`src/common/csf_pkg.sv`:
```
// Constants and carrier types for the measurement frame builder
package csf_pkg;
  // Clock and timing
  localparam int unsigned CLK_HZ          = 125_000_000;
  localparam int unsigned PERIOD_MS       = 10;
  localparam int unsigned PERIOD_CYC      = CLK_HZ / 1000 * PERIOD_MS;
  localparam int unsigned FRT_WINDOW_MS   = 500;
  localparam int unsigned FRT_WINDOW_CYC  = CLK_HZ / 1000 * FRT_WINDOW_MS;
  // Frame identity and layout
  localparam logic [10:0] FRAME_ID_DEF    = 11'h3C2;
  localparam int unsigned BYTE0_POS       = 56;
  localparam int unsigned PRI_POS         = 32;
  localparam int unsigned SEC_POS         = 16;
  localparam int unsigned RSV_POS         = 8;
  localparam int unsigned CRC_POS         = 0;
  localparam logic [7:0]  RSV_BYTE        = 8'h00;
  // Counter values and the absent-supply code
  localparam logic [3:0]  SEQ_RST         = 4'h0;
  localparam logic [3:0]  SEQ_LAST        = 4'hF;
  localparam logic [3:0]  SEQ_RESTART     = 4'h1;
  localparam logic [1:0]  SUPPLY_NA       = 2'h3;
  // Encodings
  localparam logic [23:0] PRI_ZERO        = 24'h80_0000;
  localparam logic [23:0] PRI_OVER        = 24'hFF_FFFF;
  localparam logic [15:0] SEC_ZERO        = 16'h8000;
  // Thresholds, primary in mA, secondary in A, supply in mV
  localparam logic signed [39:0] PRI_CLAMP_MA = 40'sd1550000;
  localparam logic signed [39:0] PRI_PEAK_MA  = 40'sd1700000;
  localparam logic signed [39:0] OVERCUR_MA   = 40'sd1600000;
  localparam logic signed [39:0] LOW_BAND_MA  = 40'sd220000;
  localparam logic signed [39:0] HIGH_BAND_MA = 40'sd1500000;
  localparam logic signed [39:0] LOW_GAP_MA   = 40'sd44000;
  localparam logic signed [39:0] PCT_DIV      = 40'sd5;
  localparam logic signed [39:0] MA_PER_A     = 40'sd1000;
  localparam logic signed [15:0] SEC_CLAMP_A  = 16'sd1550;
  localparam logic [15:0] SUPPLY_MIN_MV   = 16'd7800;
  localparam logic [15:0] SUPPLY_MAX_MV   = 16'd16200;
  // J1850 checksum
  localparam logic [7:0]  CRC_POLY        = 8'h1D;
  localparam logic [7:0]  CRC_INIT        = 8'hFF;
  localparam logic [7:0]  CRC_XOROUT      = 8'hFF;

  typedef struct packed {
    logic [10:0] id;
    logic [63:0] data;
  } csf_frame_s;

  typedef struct packed {
    logic signed [31:0] primary_ma;
    logic signed [15:0] secondary_a;
  } csf_sample_s;

  typedef struct packed {
    logic ref_err;
    logic conv_err;
    logic ripple_err;
  } csf_selfchk_s;
endpackage

```
`src/logic/csf_frame_builder.sv`:
```
// Periodic measurement frame builder with output buffer
`timescale 1ns/1ps
module csf_frame_builder #(
  parameter int unsigned PERIOD_CYCLES = csf_pkg::PERIOD_CYC
) (
  // Clock and reset
  input  wire logic               clk,
  input  wire logic               rst_b,
  // Configuration
  input  wire logic [10:0]        frame_id,
  // Measurements, same clock domain
  input  wire csf_pkg::csf_sample_s  sample,
  input  wire csf_pkg::csf_selfchk_s selfchk,
  input  wire logic [15:0]        supply_mv,
  input  wire logic               supply_mv_valid,
  input  wire logic [1:0]         supply_status,
  // Frame stream to the CAN controller
  output logic                    out_valid,
  input  wire logic               out_ready,
  output csf_pkg::csf_frame_s     out_frame,
  // Status
  output logic                    started,
  output logic                    internal_fault,
  output logic                    channel_mismatch_flag
);
  import csf_pkg::*;

  function automatic logic signed [39:0] abs40(input logic signed [39:0] v);
    abs40 = (v < 0) ? -v : v;
  endfunction

  function automatic logic [7:0] crc8(input logic [55:0] d);
    logic [7:0] c;
    c = CRC_INIT;
    for (int i = 55; i >= 0; i--) begin
      if (c[7] ^ d[i]) begin
        c = {c[6:0], 1'b0} ^ CRC_POLY;
      end else begin
        c = {c[6:0], 1'b0};
      end
    end
    crc8 = c ^ CRC_XOROUT;
  endfunction

  // Period timer
  logic [31:0]  tick_cnt_q;
  logic         tick;
  logic         req_q;
  logic         push;
  logic         in_ready;
  logic [3:0]   seq_q;
  logic         started_q;

  assign tick = (tick_cnt_q == 32'(PERIOD_CYCLES - 1));

  always_ff @(posedge clk or negedge rst_b) begin
    if (!rst_b) begin
      tick_cnt_q <= 32'h0000_0000;
    end else if (tick) begin
      tick_cnt_q <= 32'h0000_0000;
    end else begin
      tick_cnt_q <= tick_cnt_q + 32'h0000_0001;
    end
  end

  // Start-up gate; latched for good so a later dip never mutes the bus
  logic supply_ok;
  assign supply_ok = !supply_mv_valid ||
                     (supply_mv >= SUPPLY_MIN_MV &&
                      supply_mv <= SUPPLY_MAX_MV);

  always_ff @(posedge clk or negedge rst_b) begin
    if (!rst_b) begin
      started_q <= 1'b0;
    end else if (supply_ok) begin
      started_q <= 1'b1;
    end
  end

  // Request held while the buffer is full; a further tick while it is held adds no extra frame
  assign push = req_q && in_ready;

  always_ff @(posedge clk or negedge rst_b) begin
    if (!rst_b) begin
      req_q <= 1'b0;
    end else if (tick && started_q) begin
      req_q <= 1'b1;
    end else if (push) begin
      req_q <= 1'b0;
    end
  end

  always_ff @(posedge clk or negedge rst_b) begin
    if (!rst_b) begin
      seq_q <= SEQ_RST;
    end else if (push) begin
      seq_q <= (seq_q == SEQ_LAST) ? SEQ_RESTART
                                   : seq_q + 4'h1;
    end
  end

  // Sample evaluation, one pair per frame
  logic signed [39:0] pri_ma;
  logic signed [39:0] sec_ma;
  logic signed [39:0] pri_abs;
  logic signed [39:0] gap;
  logic signed [15:0] sec_cl;
  logic [23:0]        pri_code;
  logic [15:0]        sec_code;
  logic               fault_d;
  logic               mismatch_d;
  logic [1:0]         sup_d;
  logic [7:0]         byte0;
  logic [55:0]        body;
  csf_frame_s         frame_d;

  assign pri_ma  = 40'(sample.primary_ma);
  assign sec_ma  = 40'(sample.secondary_a) * MA_PER_A;
  assign pri_abs = abs40(pri_ma);
  assign gap     = abs40(pri_ma - sec_ma);

  always_comb begin
    if (pri_abs > PRI_PEAK_MA) begin
      pri_code = PRI_OVER;
    end else if (pri_ma > PRI_CLAMP_MA) begin
      pri_code = PRI_ZERO + 24'(PRI_CLAMP_MA);
    end else if (pri_ma < -PRI_CLAMP_MA) begin
      pri_code = PRI_ZERO - 24'(PRI_CLAMP_MA);
    end else begin
      pri_code = PRI_ZERO + 24'(pri_ma);
    end
  end

  always_comb begin
    if (sample.secondary_a > SEC_CLAMP_A) begin
      sec_cl = SEC_CLAMP_A;
    end else if (sample.secondary_a < -SEC_CLAMP_A) begin
      sec_cl = -SEC_CLAMP_A;
    end else begin
      sec_cl = sample.secondary_a;
    end
  end
  assign sec_code = SEC_ZERO + 16'(sec_cl);

  // Ripple is a live level, so its fault drops with the ripple
  assign fault_d = selfchk.ref_err || selfchk.conv_err ||
                   selfchk.ripple_err ||
                   (pri_abs > OVERCUR_MA);

  // Above 1500 A the channels are not compared; clamping makes it moot
  always_comb begin
    if (pri_abs <= LOW_BAND_MA) begin
      mismatch_d = (gap > LOW_GAP_MA);
    end else if (pri_abs <= HIGH_BAND_MA) begin
      mismatch_d = (gap * PCT_DIV > pri_abs);
    end else begin
      mismatch_d = 1'b0;
    end
  end

  assign sup_d  = supply_mv_valid ? supply_status : SUPPLY_NA;
  assign byte0  = {seq_q, sup_d, fault_d, mismatch_d};
  // Big-endian packing: byte 0 in the top bits goes out first
  assign body   = {byte0, pri_code, sec_code, RSV_BYTE};
  assign frame_d.id   = frame_id;
  assign frame_d.data = {body, crc8(body)};

  always_ff @(posedge clk or negedge rst_b) begin
    if (!rst_b) begin
      internal_fault        <= 1'b0;
      channel_mismatch_flag <= 1'b0;
    end else if (push) begin
      internal_fault        <= fault_d;
      channel_mismatch_flag <= mismatch_d;
    end
  end

  always_ff @(posedge clk or negedge rst_b) begin
    if (!rst_b) begin
      started <= 1'b0;
    end else begin
      started <= started_q;
    end
  end

  // Two-entry skid buffer: head drives the port, tail absorbs a stall
  csf_frame_s tail_q;
  logic       tail_v_q;
  logic       pop;

  assign pop      = out_valid && out_ready;
  assign in_ready = !tail_v_q;

  always_ff @(posedge clk or negedge rst_b) begin
    if (!rst_b) begin
      out_valid <= 1'b0;
      out_frame <= '0;
      tail_v_q  <= 1'b0;
      tail_q    <= '0;
    end else begin
      if (!out_valid || pop) begin
        if (tail_v_q) begin
          out_frame <= tail_q;
          out_valid <= 1'b1;
          tail_v_q  <= push;
          if (push) begin
            tail_q <= frame_d;
          end
        end else begin
          out_frame <= push ? frame_d : out_frame;
          out_valid <= push;
        end
      end else if (push) begin
        tail_q   <= frame_d;
        tail_v_q <= 1'b1;
      end
    end
  end
endmodule

```
`config.mk`:
```
export PLATFORM = sky130hd
export DESIGN_NAME = csf_frame_builder
export DESIGN_NICKNAME = d
export VERILOG_FILES = /design/src/common/csf_pkg.sv /design/src/logic/csf_frame_builder.sv
export SDC_FILE = /design/constraint.sdc
export NUM_CORES = 1
export LEC_CHECK = 0
export ABC_AREA = 1
export BUFFER_PORTS_ARGS = -buffer_cell sky130_fd_sc_hd__buf_2
export CAP_MARGIN = 20
export CELL_PAD_IN_SITES_DETAIL_PLACEMENT = 0
export CELL_PAD_IN_SITES_GLOBAL_PLACEMENT = 1
export CORE_MARGIN = 2
export CORE_UTILIZATION = 45
export CTS_CLUSTER_DIAMETER = 80
export CTS_CLUSTER_SIZE = 12
export DETAILED_ROUTE_END_ITERATION = 12
export HOLD_SLACK_MARGIN = 0.06
export PLACE_DENSITY = 0.88
export SYNTH_ARGS = -nofsm -noshare
export SYNTH_HDL_FRONTEND = slang
export SYNTH_SLANG_ARGS = --single-unit
export TNS_END_PERCENT = 30
```
`constraint.sdc`:
```
create_clock -name clk -period 7.19 [get_ports clk]
set_input_delay 0.719 -clock clk [delete_from_list [all_inputs] [get_ports clk]]
set_output_delay 0.719 -clock clk [all_outputs]
set_load 0.005 [all_outputs]
```
# Word level (Yosys, flattened, before mapping)
# Index checks and enable logic that the tools add are counted.
# classes
add_sub_neg,7
multipliers,2
n_div,0
order_cmp,14
eq_ne,3
shift,0
n_mux,79
bitwise,103
reduce_logical,16
# ops
operator,n
75-bit two-way mux,5
5-bit two-way mux,56
4-bit inverter,55
"40-bit by 22-bit greater-than comparator with 1-bit output, second input constant",2
40-bit two-way mux,2
24-bit two-way mux,3
1-bit bitwise XOR,44
"40-bit by 17-bit greater-than comparator with 1-bit output, second input constant",1
40-bit greater-than comparator,1
"40-bit by 19-bit <= comparator with 1-bit output, second input constant",1
"40-bit by 22-bit <= comparator with 1-bit output, second input constant",1
"40-bit by 4-bit multiplier with 40-bit output, second input constant",1
32-bit negator with 40-bit output,1
33-bit negator with 40-bit output,1
"33-bit by 1-bit less-than comparator with 1-bit output, second input constant",1
32-bit by 27-bit subtractor with 33-bit output,1
"32-bit by 1-bit adder with 32-bit output, second input constant",1
"32-bit by 21-bit equality test with 1-bit output, second input constant",1
"32-bit by 22-bit greater-than comparator with 1-bit output, second input constant",1
"32-bit by 1-bit less-than comparator with 1-bit output, second input constant",1
"32-bit by 22-bit less-than comparator with 1-bit output, second input constant",1
16-bit two-way mux,2
32-bit two-way mux,1
"24-bit adder, first input constant",1
other kinds (19),39
# word_totals
regBits,193
latchBits,0
mem_bits_rw,0
mem_bits_ro,0
inputBits,84
out_inout_bits,79
elab_cells,237
n_memories,0

# Logic depth before layout (Yosys ltp)
# Gate-level depths: netlist of run 1.
# depth
depth_word,115
ltp_mapped,137
ltp_nobuf,135

# Least setup slack after synthesis of run 1
# No wires, ideal clock.
# synth_path
kind,input-to-reg
start,input sample[5] (netlist name)
end,register out_frame[5] (netlist name)
setup_time_ns,0.116
arrival_time_ns,14.974
required_ns,7.074
setup_slack_ns,-7.900
stages,118
n_path_buf,2
path_cell_list,inv_1 > fa_1 > fa_1 > inv_1 > fa_1 > inv_1 > fa_1 > inv_1 > ha_1 > a21oi_1 > o21bai_1 > a21oi_1 > o21bai_1 > a21oi_1 > o21bai_1 > a21oi_1 > o21bai_1 > a21oi_1 > [... 82 more ...] > nand2_1 > inv_1 > nand2_1 > nand2_2 > inv_2 > nand2_1 > nand2_1 > nand3_2 > nand2_4 > nand2_4 > nand2_2 > nand2_1 > nand2_1 > nand2_1 > nand2_1 > nand2_1 > nand2_1 > nand2_1
# synth_via
elab_chain_len,65
elab_cells_between_ends,149
cone_classes,3 x add/sub; 2 x mul; 5 x order compare; 55 x mux; 84 x bitwise
# synth_rtl
element,line,rtl
start: declaration,csf_frame_builder.sv:12,"input wire csf_pkg::csf_sample_s sample,"
16-bit by 8-bit multiplier with 24-bit output,csf_frame_builder.sv:118,assign sec_ma = 40'(sample.secondary_a) * MA_PER_A;
32-bit by 27-bit subtractor with 33-bit output,csf_frame_builder.sv:120,assign gap = abs40(pri_ma - sec_ma);
33-bit negator with 40-bit output or 33-bit by 1-bit less-than comparator with 1-bit output (tied branches),csf_frame_builder.sv:29,abs40 = (v < 0) ? -v : v;
40-bit two-way mux,csf_frame_builder.sv:29,
40-bit by 4-bit multiplier with 40-bit output,csf_frame_builder.sv:155,mismatch_d = (gap * PCT_DIV > pri_abs);
40-bit greater-than comparator,csf_frame_builder.sv:155,
1-bit two-way mux,csf_frame_builder.sv:154,end else if (pri_abs <= HIGH_BAND_MA) begin
1-bit two-way mux,csf_frame_builder.sv:152,if (pri_abs <= LOW_BAND_MA) begin
[... 49 more ...],n/a,
5-bit two-way mux or 4-bit inverter (tied branches),n/a,
4-bit inverter (no line) or 5-bit two-way mux (tied branches),n/a,
5-bit two-way mux,csf_frame_builder.sv:36,if (c[7] ^ d[i]) begin
4-bit inverter (no line),n/a,
5-bit two-way mux (*),csf_frame_builder.sv:36,
8-bit inverter (no line) (*),n/a,
75-bit two-way mux (*),csf_frame_builder.sv:210,out_frame <= push ? frame_d : out_frame;
75-bit two-way mux (*),csf_frame_builder.sv:202,if (tail_v_q) begin
end signal: assignment,csf_frame_builder.sv:203,out_frame <= tail_q;
end signal: assignment,csf_frame_builder.sv:210,
end: declaration,csf_frame_builder.sv:20,"output csf_pkg::csf_frame_s out_frame,"
# Every way passes the cells marked *; elsewhere a longest branch is shown, timed or not. The select of a mux whose other input is x is not followed.
# A chain may end at the register's enable or synchronous reset.

# Final worst setup path of run 1
# Same ends and word-level chain as after synthesis.

==> results.sh, run 1 <==
export IMPL_rr_endpoint="out_frame[5]$_DFFE_PN0P_"
export IMPL_grt_util_all_layers=0.290
export IMPL_die_area_um2=51500
export IMPL_area_growth_syn_to_layout_pct=43.6
export IMPL_worstMarginPinSlew_ps=1170
export IMPL_pre_cts_ws_ps=-8550
export IMPL_cp_endpoint="out_frame[5]$_DFFE_PN0P_"
export IMPL_drt_wl_total_mm=76.4
export IMPL_mostFrequentLayoutCell="nand2_1"
export IMPL_syn_cell_area_um2=22400
export IMPL_port_buffers=154
export IMPL_seq_area_frac_synth=0.198
export IMPL_violations="negative setup slack"
export IMPL_worst_slack_ps=-8220
export IMPL_grt_pass1_vias=24100
export IMPL_ant_nets=0
export IMPL_clk_pin_slew_ps=80
export IMPL_die_y_um=227
export IMPL_synth_distinct_cells=63
export IMPL_drc=0
export IMPL_core_area_um2=49000
export IMPL_outcome="finished with violations"
export IMPL_worstSkewPairLatency_ps=450
export IMPL_rsz0062_at_grt="yes"
export IMPL_grt_pass1_wl_mm=120
export IMPL_clock_path_buffers=2
export IMPL_clock_sinks=177
export IMPL_synth_cells=3413
export IMPL_fin_cells=5002
export IMPL_startpoint_type="input port"
export IMPL_slew_headroom=0.209
export IMPL_cp_common_cell="nand2_4"
export IMPL_ys_ff_latch=177
export IMPL_fin_util=0.656
export IMPL_drt_pass1_iterations=6
export IMPL_clock_skew_final_ps=10.4
export IMPL_drtIter0Drc=1794
export IMPL_dpl_hpwl_mm=59.2
export IMPL_antenna_found_initial=1
export IMPL_yosys_warnings=0
export IMPL_worstPathRequired_ps=7540
export IMPL_ys_dominant_reg_cell="dfrtp_1"
export IMPL_routed_via_density=5.05
export IMPL_critPathMaxFanout=8
export IMPL_synth_edf_count=0
export IMPL_timing_fmax_mhz=64.9
export IMPL_arrival_ps=15760
export IMPL_vias=25300
export IMPL_drive_gt1_frac=0.333
export IMPL_r2r_slack_ps=500
export IMPL_dp_cells=4842
export IMPL_start_util=0.457
export IMPL_row_count=81
export IMPL_place_gp_congestion=0.970
export IMPL_tritoncts="done"
export IMPL_async_reset_ff_frac=1.00
export IMPL_hold_class="in2async"
export IMPL_hold_viol=0
export IMPL_postCtsHoldBufs=0
export IMPL_slowest_delay_ps=570
export IMPL_cap_violations=0
export IMPL_layout_common_cells="828 x nand2_1, 757 x buf_4, 469 x inv_1"
export IMPL_cts_made_buffers=17
export IMPL_nets=4676
export IMPL_maxSlewViolCount=0
export IMPL_reg2reg_depth=53
export IMPL_reg2reg_from="seq_q[2]$_DFFE_PN0P_"
export IMPL_overflow=0
export IMPL_period_share=2.14
export IMPL_avgSynthCellArea_um2=6.55
export IMPL_h_tree_depth=4
export IMPL_crit_type="in2reg"
export IMPL_min_period_ps=15410
export IMPL_die_w_um=227
export IMPL_cp_slowest_cell="fa_1"
export IMPL_grt_max_degree=117
export IMPL_io_pins=163
export IMPL_setup_viol=19
export IMPL_clockRootBuffer="clkbuf_16"
export IMPL_wl_per_cell_um=15.3
export IMPL_cp_end_kind="register"
export IMPL_startpoint="sample[5]"
-- registers in the layout, summed over array words and instances, names as in the netlist --
signal / cells
tail_v_q: 1
tail_q: 67
req_q: 1
out_valid: 1
tick_cnt_q: 32
started_q: 1
out_frame: 67
internal_fault: 1
seq_q: 4
channel_mismatch_flag: 1
started: 1
-- synth_stat cells, types with 11 or more instances --
master,number,area share
nor2_2,11,0.0031
nand4_1,55,0.015
nand2_1,941,0.16
nand3_2,18,0.0081
clkbuf_1,45,0.0076
xnor2_1,37,0.014
dfrtp_1,177,0.20
fa_1,59,0.053
nand2_2,64,0.018
ha_1,209,0.12
inv_2,40,0.0067
a31oi_1,23,0.0064
nand2_4,26,0.013
nand3_1,292,0.065
o21ai_1,15,0.0034
nor3_1,30,0.0067
nand3b_1,12,0.0040
o21ai_0,193,0.043
nor2_1,273,0.046
a21oi_1,142,0.032
inv_1,498,0.084
xor2_1,118,0.046
nor4_1,14,0.0039
-- cells by family (layout without fill, tap and decap cells) --
family,count (synthesis),count (layout),synth area share
other,2,29,0.000336
buffers and inverters,609,1506,0.106
AO/OA/AOI/OAI,424,424,0.103
adder cells (fa/ha/maj),268,268,0.170
flip-flops,177,177,0.198
AND/OR/NAND/NOR,1768,1769,0.355
XOR/XNOR,165,165,0.0680
-- how the worst min path moves through the flow --
| stage | start | endpoint |
|---|---|---|
| after floorplan | started_q$_DFFE_PN0P_ | started$_DFF_PN0_ |
| after global placement | started_q$_DFFE_PN0P_ | started$_DFF_PN0_ |
| after detailed placement | started_q$_DFFE_PN0P_ | started$_DFF_PN0_ |
| after CTS | rst_b | out_frame[69]$_DFFE_PN0P_ |
| after global routing | started_q$_DFFE_PN0P_ | started$_DFF_PN0_ |
| final | rst_b | out_frame[69]$_DFFE_PN0P_ |
-- area by class of cell --
cell class | instances | area (um2)
multi-input combinational | 2654 | 17400
fill | 4191 | 16800
timing repair buffer | 931 | 6720
sequential | 177 | 4430
inverter | 543 | 2070
tap | 664 | 831
clock buffer | 17 | 425
clock inverter | 15 | 206
antenna | 1 | 2.50
-- what timing repair did --
item / 4_1_cts / 5_1_grt
setup endpoints to repair: 19 / 19
pin swaps: 180 / 104
gates resized for setup: 148 / 171
cloned: 1 / 0
buffers inserted: 100 / 29
-- routing by layer --
metal | routed length, um | GRT usage | vias to the layer above
met2 | 37000 | 0.514 | 680
met1 | 33300 | 0.371 | 11700
li1 | - | - | 12700
met5 | 0 | 0 | -
met4 | 2680 | 0.0951 | 0
met3 | 3380 | 0.0257 | 155
-- critical path, delay by kind of cell --
| family | cells | cell delay, ps |
|---|---|---|
| AO/OA/AOI/OAI | 36 | 4890 |
| XOR/XNOR | 3 | 580 |
| adder cells (fa/ha/maj) | 9 | 3090 |
| buffers and inverters | 14 | 1260 |
| AND/OR/NAND/NOR | 57 | 5170 |
-- metrics by stage --
step,setup TNS (ps),area (um2),hold slack (ps)
floorplan,-126810,23000,375
global placement,-145790,29200,413
detailed placement,-149390,29200,413
CTS,-129870,31100,421
global route,-158950,32100,443
finish,-142590,32100,368
Power of run 1 is not shown: default switching activity piles up to over one toggle a cycle in this logic, so the estimate is an artifact.
==> run 2, diff against run 1 <==
--- a/config.mk
+++ b/config.mk
@@ -5,13 +5,13 @@
 export SDC_FILE = /design/constraint.sdc
 export NUM_CORES = 1
 export LEC_CHECK = 0
-export ABC_AREA = 1
+export ABC_AREA = 0
 export BUFFER_PORTS_ARGS = -buffer_cell sky130_fd_sc_hd__buf_2
 export CAP_MARGIN = 20
 export CELL_PAD_IN_SITES_DETAIL_PLACEMENT = 0
 export CELL_PAD_IN_SITES_GLOBAL_PLACEMENT = 1
 export CORE_MARGIN = 2
-export CORE_UTILIZATION = 45
+export CORE_UTILIZATION = 47
 export CTS_CLUSTER_DIAMETER = 80
 export CTS_CLUSTER_SIZE = 12
 export DETAILED_ROUTE_END_ITERATION = 12
==> run 2 against run 1 <==
Effect of this change: the run ends with design-rule violations, negative setup slack left; worst hold slack got worse by 23 ps; die area decreased by 11%; largest cell class unchanged; wire length decreased by 18%.
==> results.sh, run 2 <==
export IMPL_outcome="finished with violations"
export IMPL_violations="design-rule violations, negative setup slack"
export IMPL_grt_max_degree=111
export IMPL_tritoncts="done"
export IMPL_critPathMaxFanout=6
export IMPL_maxSlewViolCount=0
export IMPL_arrival_ps=12940
export IMPL_clock_skew_final_ps=10.8
export IMPL_drt_pass1_iterations=10
export IMPL_r2r_slack_ps=1110
export IMPL_yosysMostFrequentCell="nand2_1"
export IMPL_async_reset_ff_frac=1.00
export IMPL_post_dp_cell_area_um2=25400
export IMPL_startpoint_type="input port"
export IMPL_die_area_um2=45700
export IMPL_startpoint="sample[5]"
export IMPL_clock_sinks=177
export IMPL_clockRootBuffer="clkbuf_16"
export IMPL_synth_common_cells="288 x nand2_1, 210 x inv_1, 209 x ha_1"
export IMPL_worstPathRequired_ps=7500
export IMPL_start_util=0.478
export IMPL_die_w_um=214
export IMPL_synth_edf_count=0
export IMPL_synth_cells=2560
export IMPL_grt_pass1_vias=20000
export IMPL_antenna_found_initial=0
export IMPL_period_share=1.76
export IMPL_place_gp_congestion=0.967
export IMPL_min_period_ps=12630
export IMPL_cp_end_kind="register"
export IMPL_cts_made_buffers=17
export IMPL_die_y_um=214
export IMPL_reg2reg_from="seq_q[2]$_DFFE_PN0P_"
export IMPL_syn_cell_area_um2=20700
export IMPL_mostFrequentLayoutCell="buf_4"
export IMPL_drc=1
export IMPL_seq_area_frac_synth=0.214
export IMPL_wl_per_cell_um=16.9
export IMPL_worstMarginPinSlew_ps=1050
export IMPL_yosys_warnings=0
export IMPL_synth_area_leaders="dfrtp_1 21%, ha_1 13%, xnor2_1 8.4%"
export IMPL_synth_distinct_cells=92
export IMPL_slew_headroom=0.301
export IMPL_critPathBufInv=11
export IMPL_cp_slowest_cell="fa_1"
export IMPL_crit_type="in2reg"
export IMPL_dpl_hpwl_mm=50.6
export IMPL_synth_top_area_cell="dfrtp_1"
export IMPL_finalInstanceArea_um2=26600
export IMPL_layout_common_cells="468 x buf_4, 286 x nand2_1, 201 x ha_1"
export IMPL_path_depth=73
export IMPL_routed_via_density=5.46
export IMPL_port_buffers=154
export IMPL_rsz0062_at_grt="yes"
export IMPL_yosys_area_top_type_share=0.214
export IMPL_n_fill_cell=3812
export IMPL_nets=3466
export IMPL_cp_endpoint="out_frame[6]$_DFFE_PN0P_"
export IMPL_pre_cts_ws_ps=-6370
export IMPL_hold_class="in2async"
export IMPL_drtIter0Drc=1495
export IMPL_overflow=0
export IMPL_fin_util=0.614
export IMPL_grt_util_all_layers=0.274
export IMPL_hold_viol=0
export IMPL_area_growth_syn_to_layout_pct=28.6
export IMPL_clk_pin_slew_ps=70
export IMPL_ys_ff_latch=177
export IMPL_vias=20300
export IMPL_grt_pass1_wl_mm=100
export IMPL_avgSynthCellArea_um2=8.07
export IMPL_setup_viol=13
export IMPL_ant_nets=0
export IMPL_rr_endpoint="out_frame[2]$_DFFE_PN0P_"
export IMPL_h_tree_depth=4
export IMPL_ys_dominant_reg_cell="dfrtp_1"
export IMPL_drt_wl_total_mm=62.9
export IMPL_largestRegisters="out_frame: 67 flops, tail_q: 67 flops, tick_cnt_q: 32 flops"
export IMPL_drive_gt1_frac=0.261
export IMPL_tns_ps=-68120
export IMPL_worstSkewPairLatency_ps=430
export IMPL_slowest_delay_ps=530
export IMPL_timing_fmax_mhz=79.2
export IMPL_cp_top_family="compound AO/OA/AOI/OAI gates"
export IMPL_cp_common_cell="a21oi_2"
export IMPL_cap_violations=0
export IMPL_io_pins=163
export IMPL_core_area_um2=43300
export IMPL_row_count=76
export IMPL_clock_path_buffers=2
export IMPL_reg2reg_depth=20
export IMPL_worst_slack_ps=-5440
run 2: changes by cell type after synthesis, moves of 40 or more:
cell | previous run | this run
nand2_1 | 941 | 288
inv_1 | 498 | 210
nand3_1 | 292 | 60
xnor2_1 | 37 | 199
nor2_1 | 273 | 195
nand2_2 | 64 | 0
clkbuf_1 | 45 | 91
inv_2 | 40 | 0
run 2: worst register-to-register path, stage by stage (launching register included):
cell and delay, ps:
dfrtp_1 470, ha_1 380, xnor2_1 310, xor2_1 170, xnor2_1 610, xor2_1 550, nand2_1 200, o211a_1 140
and3_1 210, xnor2_1 280, buf_4 190, xor2_1 340, xnor3_1 520, xnor2_1 240, xnor2_1 140, xnor2_2 280
xnor2_2 140, xnor2_1 270, xnor2_2 160, o21ai_1 90, mux2_4 290
run 2: cells by family after synthesis:
group / Yosys count / synth area share
AO/OA/AOI/OAI: 599 / 0.179
multiplexers: 29 / 0.0144
XOR/XNOR: 315 / 0.148
flip-flops: 177 / 0.214
adder cells (fa/ha/maj): 268 / 0.184
buffers and inverters: 332 / 0.0633
other: 2 / 0.000363
AND/OR/NAND/NOR: 838 / 0.197
run 2: per-stage QoR:
stage	instances	hold WS, ps
3_3_place_gp	3650	434
3_5_place_dp	3650	446
4_1_cts	3698	384
6_report	3713	345
5_1_grt	3712	413
2_1_floorplan	2586	375
run 2: area by class of cell:
type,instances,area [um2],share of cell area
diodes,1,2.50,0.0000942
clock inverters,12,120,0.00452
well taps,585,732,0.0276
flip-flops and latches,177,4430,0.167
repair buffers,631,4470,0.168
multi-input cells,2077,15500,0.585
inverters,210,805,0.0303
clock buffers,20,467,0.0176
run 2: layer usage:
metal	share of wire	wire length (um)	global-route usage
met5	0	0	0
met1	0.45	28100	0.370
met2	0.48	30100	0.464
met4	0.023	1430	0.0754
met3	0.052	3280	0.0351
run 2: worst min-delay path by stage:
stage | from | end | slack (ps)
finish | rst_b | out_frame[37]$_DFFE_PN0P_ | 340
global route | rst_b | out_frame[37]$_DFFE_PN0P_ | 410
CTS | rst_b | out_frame[37]$_DFFE_PN0P_ | 380
detailed placement | started_q$_DFFE_PN0P_ | started$_DFF_PN0_ | 450
global placement | started_q$_DFFE_PN0P_ | started$_DFF_PN0_ | 430
floorplan | started_q$_DFFE_PN0P_ | started$_DFF_PN0_ | 370
run 2: what timing repair did:
| item | 4_1_cts | 5_1_grt |
|---|---|---|
| hold buffers | 0 | 0 |
| buffers inserted | 16 | 13 |
| pin swaps | 39 | 27 |
| endpoints found under the setup margin | 13 | 13 |
| gates resized for setup | 26 | 54 |
Power of run 2 is left out for the same reason.
